--- src/hw/ncoacc_pkg.sv ---
// Purpose: shared constants and types for the oscillator accumulator and step registers
// Assumes: byte-wide register port, one core clock
// Notes:   register offsets are word indices on the plain register port
package ncoacc_pkg;

	localparam int ACC_WIDTH  = 20;
	localparam int BYTE_WIDTH = 8;
	localparam int ADDR_WIDTH = 4;
	localparam int UPPER_BITS = 4;
	localparam int STEP_BYTES = 3;

	// register offsets
	localparam logic [3:0] OFS_ACC_LOW   = 4'h0;
	localparam logic [3:0] OFS_ACC_HIGH  = 4'h1;
	localparam logic [3:0] OFS_ACC_UPPER = 4'h2;
	localparam logic [3:0] OFS_STEP_LOW  = 4'h3;
	localparam logic [3:0] OFS_STEP_HIGH = 4'h4;
	localparam logic [3:0] OFS_STEP_UPPER= 4'h5;
	localparam logic [3:0] OFS_CONTROL   = 4'h6;
	localparam logic [3:0] OFS_STATUS    = 4'h7;

	// byte index of each step register inside the step array
	localparam logic [1:0] STEP_IDX_LOW   = 2'h0;
	localparam logic [1:0] STEP_IDX_HIGH  = 2'h1;
	localparam logic [1:0] STEP_IDX_UPPER = 2'h2;

	// field positions
	localparam int CTRL_ENABLE_BIT    = 0;
	localparam int STAT_PENDING_BIT   = 0;
	localparam int STAT_RUNNING_BIT   = 1;
	localparam int ACC_HIGH_LSB       = 8;
	localparam int ACC_UPPER_LSB      = 16;

	// reset values
	localparam logic [7:0]  RST_ACC_BYTE   = 8'h00;
	localparam logic [7:0]  RST_STEP_LOW   = 8'h01;
	localparam logic [7:0]  RST_STEP_HIGH  = 8'h00;
	localparam logic [7:0]  RST_STEP_UPPER = 8'h00;
	localparam logic [19:0] RST_SHADOW     = 20'h00001;
	localparam logic [7:0]  RST_CONTROL    = 8'h00;
	localparam logic [7:0]  READ_UNMAPPED  = 8'h00;
	localparam logic [3:0]  UPPER_PAD      = 4'h0;

	typedef struct packed {
		logic [3:0] addr;
		logic [7:0] wdata;
		logic       wr;
		logic       rd;
	} ncoacc_bus_req_type;

	typedef struct packed {
		logic [2:0] wr_acc;
		logic [7:0] wdata;
	} ncoacc_acc_write_type;

endpackage : ncoacc_pkg

--- src/hw/ncoacc_phase_core.sv ---
// Purpose: 20-bit phase accumulator with byte writes and overflow pulse
// Assumes: advance is a one-cycle pulse per source clock period
// Notes:   a byte write in the same cycle as an advance wins
`timescale 1ns/10ps
module ncoacc_phase_core
	import ncoacc_pkg::*;
(
	input  wire logic                 core_clk,
	input  wire logic                 reset,
	input  wire logic                 advance,
	input  wire logic [19:0]          step_in,
	input  wire ncoacc_acc_write_type acc_wr,
	output logic      [19:0]          phase_accum,
	output logic                      overflow_pulse
);

	logic [20:0] sum;

	assign sum = {1'b0, phase_accum} + {1'b0, step_in};

	always_ff @(posedge core_clk) begin
		if (reset) begin
			phase_accum <= {UPPER_PAD, RST_ACC_BYTE, RST_ACC_BYTE};
		end else if (acc_wr.wr_acc != 3'h0) begin
			if (acc_wr.wr_acc[0]) begin
				phase_accum[7:0] <= acc_wr.wdata;
			end
			if (acc_wr.wr_acc[1]) begin
				phase_accum[15:8] <= acc_wr.wdata;
			end
			if (acc_wr.wr_acc[2]) begin
				phase_accum[19:16] <= acc_wr.wdata[3:0];
			end
		end else if (advance) begin
			phase_accum <= sum[19:0];
		end
	end

	always_ff @(posedge core_clk) begin
		if (reset) begin
			overflow_pulse <= 1'b0;
		end else begin
			overflow_pulse <= advance && (acc_wr.wr_acc == 3'h0) && sum[20];
		end
	end

endmodule : ncoacc_phase_core

--- src/hw/ncoacc_top.sv ---
// Summary of operation
// - phase accumulator is 20 bits in low, high and upper byte registers
// - upper accumulator bits 7 to 4 read zero and ignore writes
// - accumulator runs on source clock, no atomic multi-byte access
// - step value is upper 19:16, high 15:8, low 7:0 concatenated
// - low step write loads shadow on next source clock falling edge
//
// Purpose: register front end and shadow step for the oscillator accumulator
// Assumes: osc_source_clock is sampled as a level synchronous to core_clk
// Notes:   the source clock must be slower than half of core_clk
//
// Implementation choices: the register offsets and the strobed register port.
`timescale 1ns/10ps
module ncoacc_top
	import ncoacc_pkg::*;
(
	core_clk,
	reset,
	bus_req,
	bus_rdata,
	osc_source_clock,
	phase_accum,
	step_shadow,
	osc_overflow
);
	input  wire logic               core_clk;
	input  wire logic               reset;
	input  wire ncoacc_bus_req_type bus_req;
	output logic      [7:0]         bus_rdata;
	input  wire logic               osc_source_clock;
	output logic      [19:0]        phase_accum;
	output logic      [19:0]        step_shadow;
	output logic                    osc_overflow;

	// decoding shared by write and read paths
	function automatic logic addr_hit(
		input logic [3:0] addr,
		input logic [3:0] offset
	);
		addr_hit = (addr == offset);
	endfunction : addr_hit

	function automatic logic [1:0] step_index(
		input logic [3:0] addr
	);
		logic [1:0] idx;
		idx = STEP_IDX_LOW;
		if (addr_hit(addr, OFS_STEP_HIGH)) begin
			idx = STEP_IDX_HIGH;
		end else if (addr_hit(addr, OFS_STEP_UPPER)) begin
			idx = STEP_IDX_UPPER;
		end
		step_index = idx;
	endfunction : step_index

	logic [7:0]           step_value_reg [STEP_BYTES];
	logic [7:0]           step_reset     [STEP_BYTES];
	logic [19:0]          step_value;
	logic [19:0]          step_shadow_reg;
	logic                 shadow_pending_reg;
	logic                 enable_reg;
	logic                 src_prev_reg;
	logic                 src_rise;
	logic                 src_fall;
	logic                 step_write;
	logic                 step_low_write;
	logic [1:0]           step_widx;
	logic [7:0]           rdata_next;
	logic [7:0]           bus_rdata_reg;
	logic                 overflow_raw;
	ncoacc_acc_write_type acc_wr;

	assign step_reset[STEP_IDX_LOW]   = RST_STEP_LOW;
	assign step_reset[STEP_IDX_HIGH]  = RST_STEP_HIGH;
	assign step_reset[STEP_IDX_UPPER] = RST_STEP_UPPER;

	// write decode
	always_comb begin
		step_write     = 1'b0;
		step_low_write = 1'b0;
		step_widx      = step_index(bus_req.addr);
		acc_wr.wdata   = bus_req.wdata;
		acc_wr.wr_acc  = 3'h0;
		if (bus_req.wr) begin
			if (addr_hit(bus_req.addr, OFS_ACC_LOW)) begin
				acc_wr.wr_acc = 3'h1;
			end else if (addr_hit(bus_req.addr, OFS_ACC_HIGH)) begin
				acc_wr.wr_acc = 3'h2;
			end else if (addr_hit(bus_req.addr, OFS_ACC_UPPER)) begin
				acc_wr.wr_acc = 3'h4;
			end else if (addr_hit(bus_req.addr, OFS_STEP_LOW)) begin
				step_write     = 1'b1;
				step_low_write = 1'b1;
			end else if (addr_hit(bus_req.addr, OFS_STEP_HIGH)) begin
				step_write = 1'b1;
			end else if (addr_hit(bus_req.addr, OFS_STEP_UPPER)) begin
				step_write = 1'b1;
			end
		end
	end

	// step value byte storage
	genvar gi;
	generate
		for (gi = 0; gi < STEP_BYTES; gi++) begin : g_step
			always_ff @(posedge core_clk) begin
				if (reset) begin
					step_value_reg[gi] <= step_reset[gi];
				end else if (step_write && (step_widx == 2'(gi))) begin
					step_value_reg[gi] <= bus_req.wdata;
				end
			end
		end
	endgenerate

	assign step_value = {step_value_reg[STEP_IDX_UPPER][3:0],
		step_value_reg[STEP_IDX_HIGH],
		step_value_reg[STEP_IDX_LOW]};

	// control register
	always_ff @(posedge core_clk) begin
		if (reset) begin
			enable_reg <= RST_CONTROL[CTRL_ENABLE_BIT];
		end else if (bus_req.wr && addr_hit(bus_req.addr, OFS_CONTROL)) begin
			enable_reg <= bus_req.wdata[CTRL_ENABLE_BIT];
		end
	end

	// source clock edges; no synchroniser, input is taken as synchronous
	always_ff @(posedge core_clk) begin
		if (reset) begin
			src_prev_reg <= 1'b0;
		end else begin
			src_prev_reg <= osc_source_clock;
		end
	end

	assign src_rise = osc_source_clock && !src_prev_reg;
	assign src_fall = !osc_source_clock && src_prev_reg;

	// pending until the next falling edge; a new write wins
	always_ff @(posedge core_clk) begin
		if (reset) begin
			shadow_pending_reg <= 1'b0;
		end else if (step_low_write) begin
			shadow_pending_reg <= 1'b1;
		end else if (src_fall) begin
			shadow_pending_reg <= 1'b0;
		end
	end

	// shadow load takes all three bytes at once
	always_ff @(posedge core_clk) begin
		if (reset) begin
			step_shadow_reg <= RST_SHADOW;
		end else if (shadow_pending_reg && src_fall) begin
			step_shadow_reg <= step_value;
		end
	end

	assign step_shadow = step_shadow_reg;

	ncoacc_phase_core u_core (
		.core_clk       (core_clk),
		.reset          (reset),
		.advance        (enable_reg && src_rise),
		.step_in        (step_shadow_reg),
		.acc_wr         (acc_wr),
		.phase_accum    (phase_accum),
		.overflow_pulse (overflow_raw)
	);

	assign osc_overflow = overflow_raw;

	// read mux
	always_comb begin
		rdata_next = READ_UNMAPPED;
		if (addr_hit(bus_req.addr, OFS_ACC_LOW)) begin
			rdata_next = phase_accum[7:0];
		end else if (addr_hit(bus_req.addr, OFS_ACC_HIGH)) begin
			rdata_next = phase_accum[15:8];
		end else if (addr_hit(bus_req.addr, OFS_ACC_UPPER)) begin
			rdata_next = {UPPER_PAD, phase_accum[19:16]};
		end else if (addr_hit(bus_req.addr, OFS_STEP_LOW)) begin
			rdata_next = step_value_reg[STEP_IDX_LOW];
		end else if (addr_hit(bus_req.addr, OFS_STEP_HIGH)) begin
			rdata_next = step_value_reg[STEP_IDX_HIGH];
		end else if (addr_hit(bus_req.addr, OFS_STEP_UPPER)) begin
			rdata_next = {UPPER_PAD, step_value_reg[STEP_IDX_UPPER][3:0]};
		end else if (addr_hit(bus_req.addr, OFS_CONTROL)) begin
			rdata_next = 8'h00;
			rdata_next[CTRL_ENABLE_BIT] = enable_reg;
		end else if (addr_hit(bus_req.addr, OFS_STATUS)) begin
			rdata_next = 8'h00;
			rdata_next[STAT_PENDING_BIT] = shadow_pending_reg;
			rdata_next[STAT_RUNNING_BIT] = enable_reg;
		end
	end

	// read data stands only in the cycle after the strobe
	always_ff @(posedge core_clk) begin
		if (reset) begin
			bus_rdata_reg <= READ_UNMAPPED;
		end else if (bus_req.rd) begin
			bus_rdata_reg <= rdata_next;
		end else begin
			bus_rdata_reg <= READ_UNMAPPED;
		end
	end

	assign bus_rdata = bus_rdata_reg;

endmodule : ncoacc_top

--- config.mk ---
export PLATFORM = sky130hd
export DESIGN_NAME = ncoacc_top
export DESIGN_NICKNAME = d
export VERILOG_FILES = /design/src/hw/ncoacc_pkg.sv /design/src/hw/ncoacc_phase_core.sv /design/src/hw/ncoacc_top.sv
export SDC_FILE = /design/constraint.sdc
export NUM_CORES = 1
export LEC_CHECK = 0
export BUFFER_PORTS_ARGS = -buffer_cell sky130_fd_sc_hd__buf_2
export CAP_MARGIN = 20
export CORE_ASPECT_RATIO = 0.9
export CORE_MARGIN = 4
export CORE_UTILIZATION = 45
export CTS_CLUSTER_DIAMETER = 50
export DETAILED_ROUTE_END_ITERATION = 6
export MAX_ROUTING_LAYER = met4
export PLACE_DENSITY = 0.69
export SYNTH_ARGS = -nofsm -noshare
export SYNTH_HDL_FRONTEND = slang
export SYNTH_SLANG_ARGS = --single-unit
--- constraint.sdc ---
create_clock -name core_clk -period 2.3 [get_ports core_clk]
set_clock_uncertainty 0.2 [all_clocks]
set_input_delay 0.575 -clock core_clk [delete_from_list [all_inputs] [get_ports core_clk]]
set_output_delay 0.575 -clock core_clk [all_outputs]
set_load 0.01 [all_outputs]
==> metrics.json, run 1 <==
{
  "p_leak": {"value": 2.45, "unit": "nW"},
  "initial_core_util": {"value": 46.2, "unit": "%"},
  "buffer_ports.inserted": {"value": 65},
  "tritoncts_clock_tree": {"value": "done"},
  "layout.area.seq": {"value": 0.00166, "unit": "mm^2"},
  "drcViolationCount": {"value": 0},
  "num_io_pins": {"value": 66},
  "grt_antenna_before_repair": {"value": 1},
  "max_freq": {"value": 430, "unit": "MHz"},
  "post_drt_via_cell_ratio": {"value": 5.74},
  "post_synth_num_cell_types": {"value": 65},
  "place.gp.congestion": {"value": 1.00},
  "final_min_period_over_clock_period": {"value": 101, "unit": "%"},
  "detail_route.first_pass.iterations": {"value": 5},
  "via_count": {"value": 4395},
  "setup_total_neg_slack": {"value": -0.0244, "unit": "ns"},
  "holdWs": {"value": 0.286, "unit": "ns"},
  "synth_sequential_area_ratio": {"value": 39.0, "unit": "%"},
  "period_needed": {"value": 2.32, "unit": "ns"},
  "numPlacedInstances": {"value": 748},
  "synth.area.top_cells": {"value": "sky130_fd_sc_hd__dfxtp_1, sky130_fd_sc_hd__edfxtp_1, sky130_fd_sc_hd__nand2_1"},
  "area_enclosed_by_the_die_boundary": {"value": 0.0110, "unit": "mm^2"},
  "synth_cells": {"value": 494},
  "dominantRegCellSynth": {"value": "sky130_fd_sc_hd__dfxtp_1"},
  "synthesis.yosys.warnings": {"value": 0},
  "final_critical_path_setup_slack": {"value": -0.0244, "unit": "ns"},
  "syn_area_per_cell": {"value": 8.53, "unit": "um^2"},
  "post_cts_hold_buffer_count": {"value": 0},
  "grtUsageTotal": {"value": 27.4, "unit": "%"},
  "grt_setup_unrepaired": {"value": "yes"},
  "cts_max_path_buffers": {"value": 2},
  "die_width": {"value": 110, "unit": "um"},
  "slew_viol_final": {"value": 0},
  "post_drt_wl_per_cell": {"value": 18.9, "unit": "um"},
  "yosys_register_bits": {"value": 72},
  "setup_violations": {"value": 1},
  "clock_latency": {"value": 0.37, "unit": "ns"},
  "max-slew-margin-rel": {"value": 68.3, "unit": "%"},
  "worst_path_required": {"value": 2.38, "unit": "ns"},
  "fraction_of_post_synthesis_cell_area_in_the_top_cell_type_by_area": {"value": 24.7, "unit": "%"},
  "adder_cell_share_of_the_synthesized_area": {"value": 6.42, "unit": "%"},
  "grt_max_degree": {"value": 26},
  "drt_wl_total": {"value": 14500, "unit": "um"},
  "drv_cap": {"value": 0},
  "grt_first_pass_wirelength": {"value": 22100, "unit": "um"},
  "instances_no_fill": {"value": 766},
  "multiInputGateArea": {"value": 0.00263, "unit": "mm^2"},
  "synth-edff-count": {"value": 20},
  "drt.antenna.violating_nets": {"value": 0},
  "cp-start-kind": {"value": "flop"},
  "synth_simple_gate_area_share": {"value": 24.1, "unit": "%"},
  "synth_largest_area_cell": {"value": "sky130_fd_sc_hd__dfxtp_1"},
  "placeableCoreArea": {"value": 0.00913, "unit": "mm^2"},
  "final_net_count": {"value": 676},
  "share_of_post_route_cells_with_drive_strength_above_1": {"value": 35.1, "unit": "%"},
  "cts.htree.levels": {"value": 3},
  "main_combinational_cell_family_by_area_after_synthesis": {"value": "simple AND/OR/NAND/NOR gates"},
  "synth.mux.area_fraction": {"value": 3.71, "unit": "%"},
  "violations": {"value": "negative setup slack"},
  "timing.hold.worst.class": {"value": "flop to flop"},
  "placement_rows": {"value": 33},
  "synth_fp_nets": {"value": 532},
  "die_height": {"value": 99.8, "unit": "um"},
  "clk_pin_slew": {"value": 0.09, "unit": "ns"},
  "worst_slew_pin_slew": {"value": 0.476, "unit": "ns"},
  "postLayoutCoreUtil": {"value": 62.6, "unit": "%"},
  "clockRootBuffer": {"value": "sky130_fd_sc_hd__clkbuf_8"},
  "area_growth": {"value": 35.5, "unit": "%"},
  "outcome": {"value": "finished, violations left"},
  "ir_drop": {"value": 0.325, "unit": "mV"},
  "crit_path_dat": {"value": 2.40, "unit": "ns"},
  "synth_compound_gate_area_share": {"value": 20.9, "unit": "%"},
  "hold_violations": {"value": 0},
  "post_synth_instance_area": {"value": 0.00421, "unit": "mm^2"},
  "inserted_clock_buffers": {"value": 9},
  "layout.filler_cells": {"value": 784},
  "cts.sink_count": {"value": 72},
  "crit_fanout": {"value": 4},
  "cellPowerDensity": {"value": 474, "unit": "mW/mm^2"},
  "first_global_vias": {"value": 4323},
  "endpoint_kind": {"value": "flop"},
  "first_iter_violations": {"value": 377},
  "async_flop_share": {"value": 0, "unit": "%"},
  "detailed_place_hpwl": {"value": 11000, "unit": "um"},
  "post-place-ws": {"value": -0.201, "unit": "ns"},
  "critPathKind": {"value": "flop to flop"},
  "post_synth_xor_area_fraction": {"value": 1.66, "unit": "%"},
  "gr-total-overflow": {"value": 0}
}
[stage by stage]
step	cell area, um^2	total power [W]
finish	5710	0.00271
global route	5710	0.00279
CTS	5540	0.00270
floorplan	4210	0.00155
detailed placement	5260	0.00170
global placement	5260	0.00169
[metal layers]
metal / vias to the layer above / track usage, % / share of wire (%)
li1: 2076 / - / -
met1: 2046 / 34.6 / 41
met2: 243 / 42.9 / 47
met3: 30 / 7.01 / 9.8
met4: 0 / 8.72 / 2.8
met5: - / - / 0
[final timing paths]
kind	from	slack, ns	cells after the start	end
max	step_shadow[4]	-0.02	8	u_core.phase_accum[8]
min	step_shadow[13]	0.29	2	step_shadow[13]
max reg2reg	step_shadow[4]	-0.02	8	u_core.phase_accum[8]
min reg2reg	step_shadow[13]	0.29	2	step_shadow[13]
[cells in the final DEF (no fill, tap or decap), drive strengths merged, types with 2 or more instances in the layout]
| master | netlist | layout |
|---|---|---|
| nor3 | 8 | 8 |
| o22ai | 4 | 4 |
| clkbuf | 10 | 9 |
| nand2 | 76 | 76 |
| a211o | 2 | 2 |
| or4 | 2 | 2 |
| dfxtp | 52 | 52 |
| nor2 | 48 | 48 |
| o21ai | 29 | 29 |
| xor2 | 3 | 3 |
| xnor2 | 5 | 5 |
| nand3 | 10 | 10 |
| a31oi | 6 | 6 |
| nand3b | 3 | 3 |
| a21o | 8 | 8 |
| mux2i | 10 | 10 |
| or3 | 5 | 5 |
| a21oi | 43 | 43 |
| a22oi | 5 | 5 |
| nor2b | 8 | 8 |
| o21a | 3 | 3 |
| nor4b | 4 | 4 |
| edfxtp | 20 | 20 |
| o22a | 2 | 2 |
| or2 | 3 | 3 |
| o32ai | 3 | 3 |
| inv | 11 | 17 |
| nand2b | 8 | 8 |
| o31ai | 2 | 2 |
| o311ai | 2 | 2 |
| a211oi | 9 | 9 |
| o21bai | 3 | 3 |
| ha | 20 | 20 |
| a311oi | 6 | 6 |
| and2 | 23 | 23 |
| o211ai | 4 | 4 |
| mux2 | 3 | 3 |
| buf | 14 | 157 |
[critical path, cell delays in order, from the launching register on]
cell	delay, ns
sky130_fd_sc_hd__dfxtp_2	0.34
sky130_fd_sc_hd__ha_1	0.29
sky130_fd_sc_hd__buf_4	0.16
sky130_fd_sc_hd__a21o_1	0.19
sky130_fd_sc_hd__a21o_1	0.24
sky130_fd_sc_hd__o32ai_2	0.34
sky130_fd_sc_hd__xnor2_1	0.16
sky130_fd_sc_hd__a21oi_1	0.10
sky130_fd_sc_hd__a211oi_2	0.22
[power breakdown]
| part | switching, W | leakage [nW] | internal [W] |
|---|---|---|---|
| Clock | 0.000592 | 0.0991 | 0.000424 |
| Sequential | 0.0000299 | 0.618 | 0.00134 |
| Combinational | 0.000183 | 1.74 | 0.000138 |
| Total | 0.000805 | 2.45 | 0.00190 |
[cells in the mapped netlist, types with 8 or more instances]
cell                       instances
sky130_fd_sc_hd__and2_1           21
sky130_fd_sc_hd__nand2b_1          8
sky130_fd_sc_hd__a21o_1            8
sky130_fd_sc_hd__mux2i_1          10
sky130_fd_sc_hd__ha_1             20
sky130_fd_sc_hd__nand2_1          76
sky130_fd_sc_hd__o21ai_0          28
sky130_fd_sc_hd__nor2b_1           8
sky130_fd_sc_hd__dfxtp_1          52
sky130_fd_sc_hd__a211oi_1          9
sky130_fd_sc_hd__a21oi_1          43
sky130_fd_sc_hd__clkbuf_1         10
sky130_fd_sc_hd__nor2_1           46
sky130_fd_sc_hd__inv_1            11
sky130_fd_sc_hd__edfxtp_1         20
sky130_fd_sc_hd__nand3_1          10
sky130_fd_sc_hd__nor3_1            8
[logic make-up after synthesis]
kind of cell | after synthesis
AOI/OAI and AO/OA | 136
xor gates and xnor gates | 8
adders and majority gates | 21
buffers and inverters | 35
DFF | 72
muxes | 14
and+or+nand+nor | 208
[final cells by class]
cell class	instances	area share, %
Clock inverter	7	1.16
Sequential cell	72	29.1
Inverter	11	0.723
Multi-Input combinational cell	387	46.1
Tap cell	122	2.67
Clock buffer	9	2.17
Timing Repair Buffer	157	18.1
Antenna cell	1	0.0438
[what timing repair did]
action / in CTS / in global routing
resized for setup: 14 / 37
pin swaps: 1 / 14
setup buffers: 0 / 2
setup endpoints to repair: 9 / 15
No activity file was read; power rests on OpenSTA's default activity.
==> run 2: changes to the inputs <==
--- a/config.mk
+++ b/config.mk
@@ -10,6 +10,7 @@
 export CORE_ASPECT_RATIO = 0.9
 export CORE_MARGIN = 4
 export CORE_UTILIZATION = 45
+export CTS_BUF_LIST = sky130_fd_sc_hd__clkbuf_16
 export CTS_CLUSTER_DIAMETER = 50
 export DETAILED_ROUTE_END_ITERATION = 6
 export MAX_ROUTING_LAYER = met4
==> run 2 against run 1 <==
Net effect: the run still ends with negative setup slack left; combinational power rose by 2%; clock-buffer cell count stayed put; worst hold slack worse by 0.0039 ns; global-route usage rose by 0.19 points; worst setup slack got worse by 0.069 ns; total power up 14%; wire length grew 2.3%; sequential power is essentially flat; first-iteration DRC count rose by 2.9%; critical path depth increased by 2; non-clock buffer count rose by 1.
==> metrics.json, run 2 (synthesis gave the netlist of run 1 again) <==
{
  "outcome": {"value": "finished, violations left"},
  "violations": {"value": "negative setup slack"},
  "grt_first_pass_wirelength": {"value": 22500, "unit": "um"},
  "tritoncts_clock_tree": {"value": "done"},
  "cts.sink_count": {"value": 72},
  "gr-total-overflow": {"value": 0},
  "worst_slew_pin_slew": {"value": 0.473, "unit": "ns"},
  "grt_antenna_before_repair": {"value": 1},
  "grt_use_met2": {"value": 43.6, "unit": "%"},
  "cts.htree.levels": {"value": 3},
  "die_width": {"value": 110, "unit": "um"},
  "postLayoutCoreUtil": {"value": 64.1, "unit": "%"},
  "most-common-layout-cells": {"value": "sky130_fd_sc_hd__buf_4, sky130_fd_sc_hd__nand2_1, sky130_fd_sc_hd__buf_2"},
  "max_freq": {"value": 418, "unit": "MHz"},
  "endpoint_kind": {"value": "flop"},
  "post_drt_wl_per_cell": {"value": 19.3, "unit": "um"},
  "die_height": {"value": 99.8, "unit": "um"},
  "first_global_vias": {"value": 4353},
  "post-layout-total-power": {"value": 0.00309, "unit": "W"},
  "detailed_place_hpwl": {"value": 11000, "unit": "um"},
  "numPlacedInstances": {"value": 748},
  "placeableCoreArea": {"value": 0.00913, "unit": "mm^2"},
  "crit_path_dat": {"value": 2.43, "unit": "ns"},
  "timing.hold.worst.class": {"value": "flop to flop"},
  "cellPowerDensity": {"value": 529, "unit": "mW/mm^2"},
  "final_net_count": {"value": 677},
  "placement_rows": {"value": 33},
  "buffer_ports.inserted": {"value": 65},
  "critPathKind": {"value": "flop to flop"},
  "detail_route.first_pass.iterations": {"value": 5},
  "grt_use_met1": {"value": 35.3, "unit": "%"},
  "first_iter_violations": {"value": 388},
  "grt_max_degree": {"value": 26},
  "multiInputGateArea": {"value": 0.00266, "unit": "mm^2"},
  "final_min_period_over_clock_period": {"value": 104, "unit": "%"},
  "holdWs": {"value": 0.283, "unit": "ns"},
  "hold_violations": {"value": 0},
  "layout.cell_area.non_filler": {"value": 0.00585, "unit": "mm^2"},
  "grtUsageTotal": {"value": 27.6, "unit": "%"},
  "drt_wl_total": {"value": 14800, "unit": "um"},
  "ir_drop": {"value": 0.363, "unit": "mV"},
  "period_needed": {"value": 2.39, "unit": "ns"},
  "num_io_pins": {"value": 66},
  "p_leak": {"value": 2.51, "unit": "nW"},
  "slew_viol_final": {"value": 0},
  "share_of_post_route_cells_with_drive_strength_above_1": {"value": 35.9, "unit": "%"},
  "inserted_clock_buffers": {"value": 9},
  "layout.cells.most_common": {"value": "sky130_fd_sc_hd__buf_4"},
  "place.gp.congestion": {"value": 1.00},
  "drt.antenna.violating_nets": {"value": 0},
  "initial_core_util": {"value": 46.2, "unit": "%"},
  "regToRegSetupSlack": {"value": -0.09, "unit": "ns"},
  "clockRootBuffer": {"value": "sky130_fd_sc_hd__clkbuf_16"},
  "clk_pin_slew": {"value": 0.07, "unit": "ns"},
  "layout.filler_cells": {"value": 759},
  "drv_cap": {"value": 0},
  "area_enclosed_by_the_die_boundary": {"value": 0.0110, "unit": "mm^2"},
  "use_met3": {"value": 5.85, "unit": "%"},
  "postPlaceCellArea": {"value": 0.00526, "unit": "mm^2"},
  "grt_setup_unrepaired": {"value": "yes"},
  "layout.area.seq": {"value": 0.00166, "unit": "mm^2"},
  "post_drt_via_cell_ratio": {"value": 5.80},
  "crit_fanout": {"value": 3},
  "instances_no_fill": {"value": 767},
  "setup_violations": {"value": 2},
  "clock_latency": {"value": 0.34, "unit": "ns"},
  "busiest_layer": {"value": "met2"},
  "cp-start-kind": {"value": "flop"},
  "post_cts_hold_buffer_count": {"value": 0},
  "cts_max_path_buffers": {"value": 2},
  "final_critical_path_setup_slack": {"value": -0.0929, "unit": "ns"},
  "max-slew-margin-rel": {"value": 68.2, "unit": "%"},
  "via_count": {"value": 4447},
  "worst_path_required": {"value": 2.33, "unit": "ns"},
  "area_growth": {"value": 38.8, "unit": "%"},
  "drcViolationCount": {"value": 0}
}
run 2: critical path, stage by stage (launching register included):
cell                       delay, ns
sky130_fd_sc_hd__dfxtp_4        0.37
sky130_fd_sc_hd__ha_4           0.14
sky130_fd_sc_hd__inv_2          0.04
sky130_fd_sc_hd__fa_2           0.41
sky130_fd_sc_hd__nor2b_4        0.15
sky130_fd_sc_hd__o21a_1         0.18
sky130_fd_sc_hd__buf_6          0.12
sky130_fd_sc_hd__o32ai_4        0.10
sky130_fd_sc_hd__xnor2_2        0.21
sky130_fd_sc_hd__a21oi_2        0.10
sky130_fd_sc_hd__a211oi_2       0.26
run 2: per-stage QoR:
| step | setup WS, ns | TNS [ns] |
|---|---|---|
| 3_5_place_dp | -0.201 | -1.90 |
| 5_1_grt | -0.161 | -0.711 |
| 3_3_place_gp | -0.194 | -1.57 |
| 6_report | -0.0929 | -0.127 |
| 2_1_floorplan | 0.00185 | 0 |
| 4_1_cts | -0.0406 | -0.0406 |
run 2: path summary, 6_finish.rpt:
check	end	cells after the start	startpoint
setup / recovery	u_core.phase_accum[8]	10	step_shadow[0]
hold / removal	step_shadow[13]	2	step_shadow[13]
setup reg to reg	u_core.phase_accum[8]	10	step_shadow[0]
hold reg to reg	step_shadow[13]	2	step_shadow[13]
run 2: area by class of cell:
cell class | instances | share of cell area (%)
inverters | 11 | 0.706
well taps | 122 | 2.61
diodes | 1 | 0.0428
multi-input cells | 387 | 45.4
flip-flops and latches | 72 | 28.4
repair buffers | 158 | 17.8
clock inverters | 7 | 1.13
clock buffers | 9 | 3.85
run 2: what timing repair did:
item,in CTS,in global routing
endpoints found under the setup margin,9,15
setup buffers,0,2
resized for setup,15,42
pin swaps,4,14
run 2: report_power, final:
part	switching (W)	total (W)	internal, W
logic	0.000187	0.000326	0.000139
clock network	0.000632	0.00140	0.000764
registers	0.0000309	0.00137	0.00134
run 2: per-layer routing:
metal	routed length [um]	vias up
met5	0	-
met4	346	0
met3	1540	33
met2	7040	239
met1	5880	2099
li1	-	2076
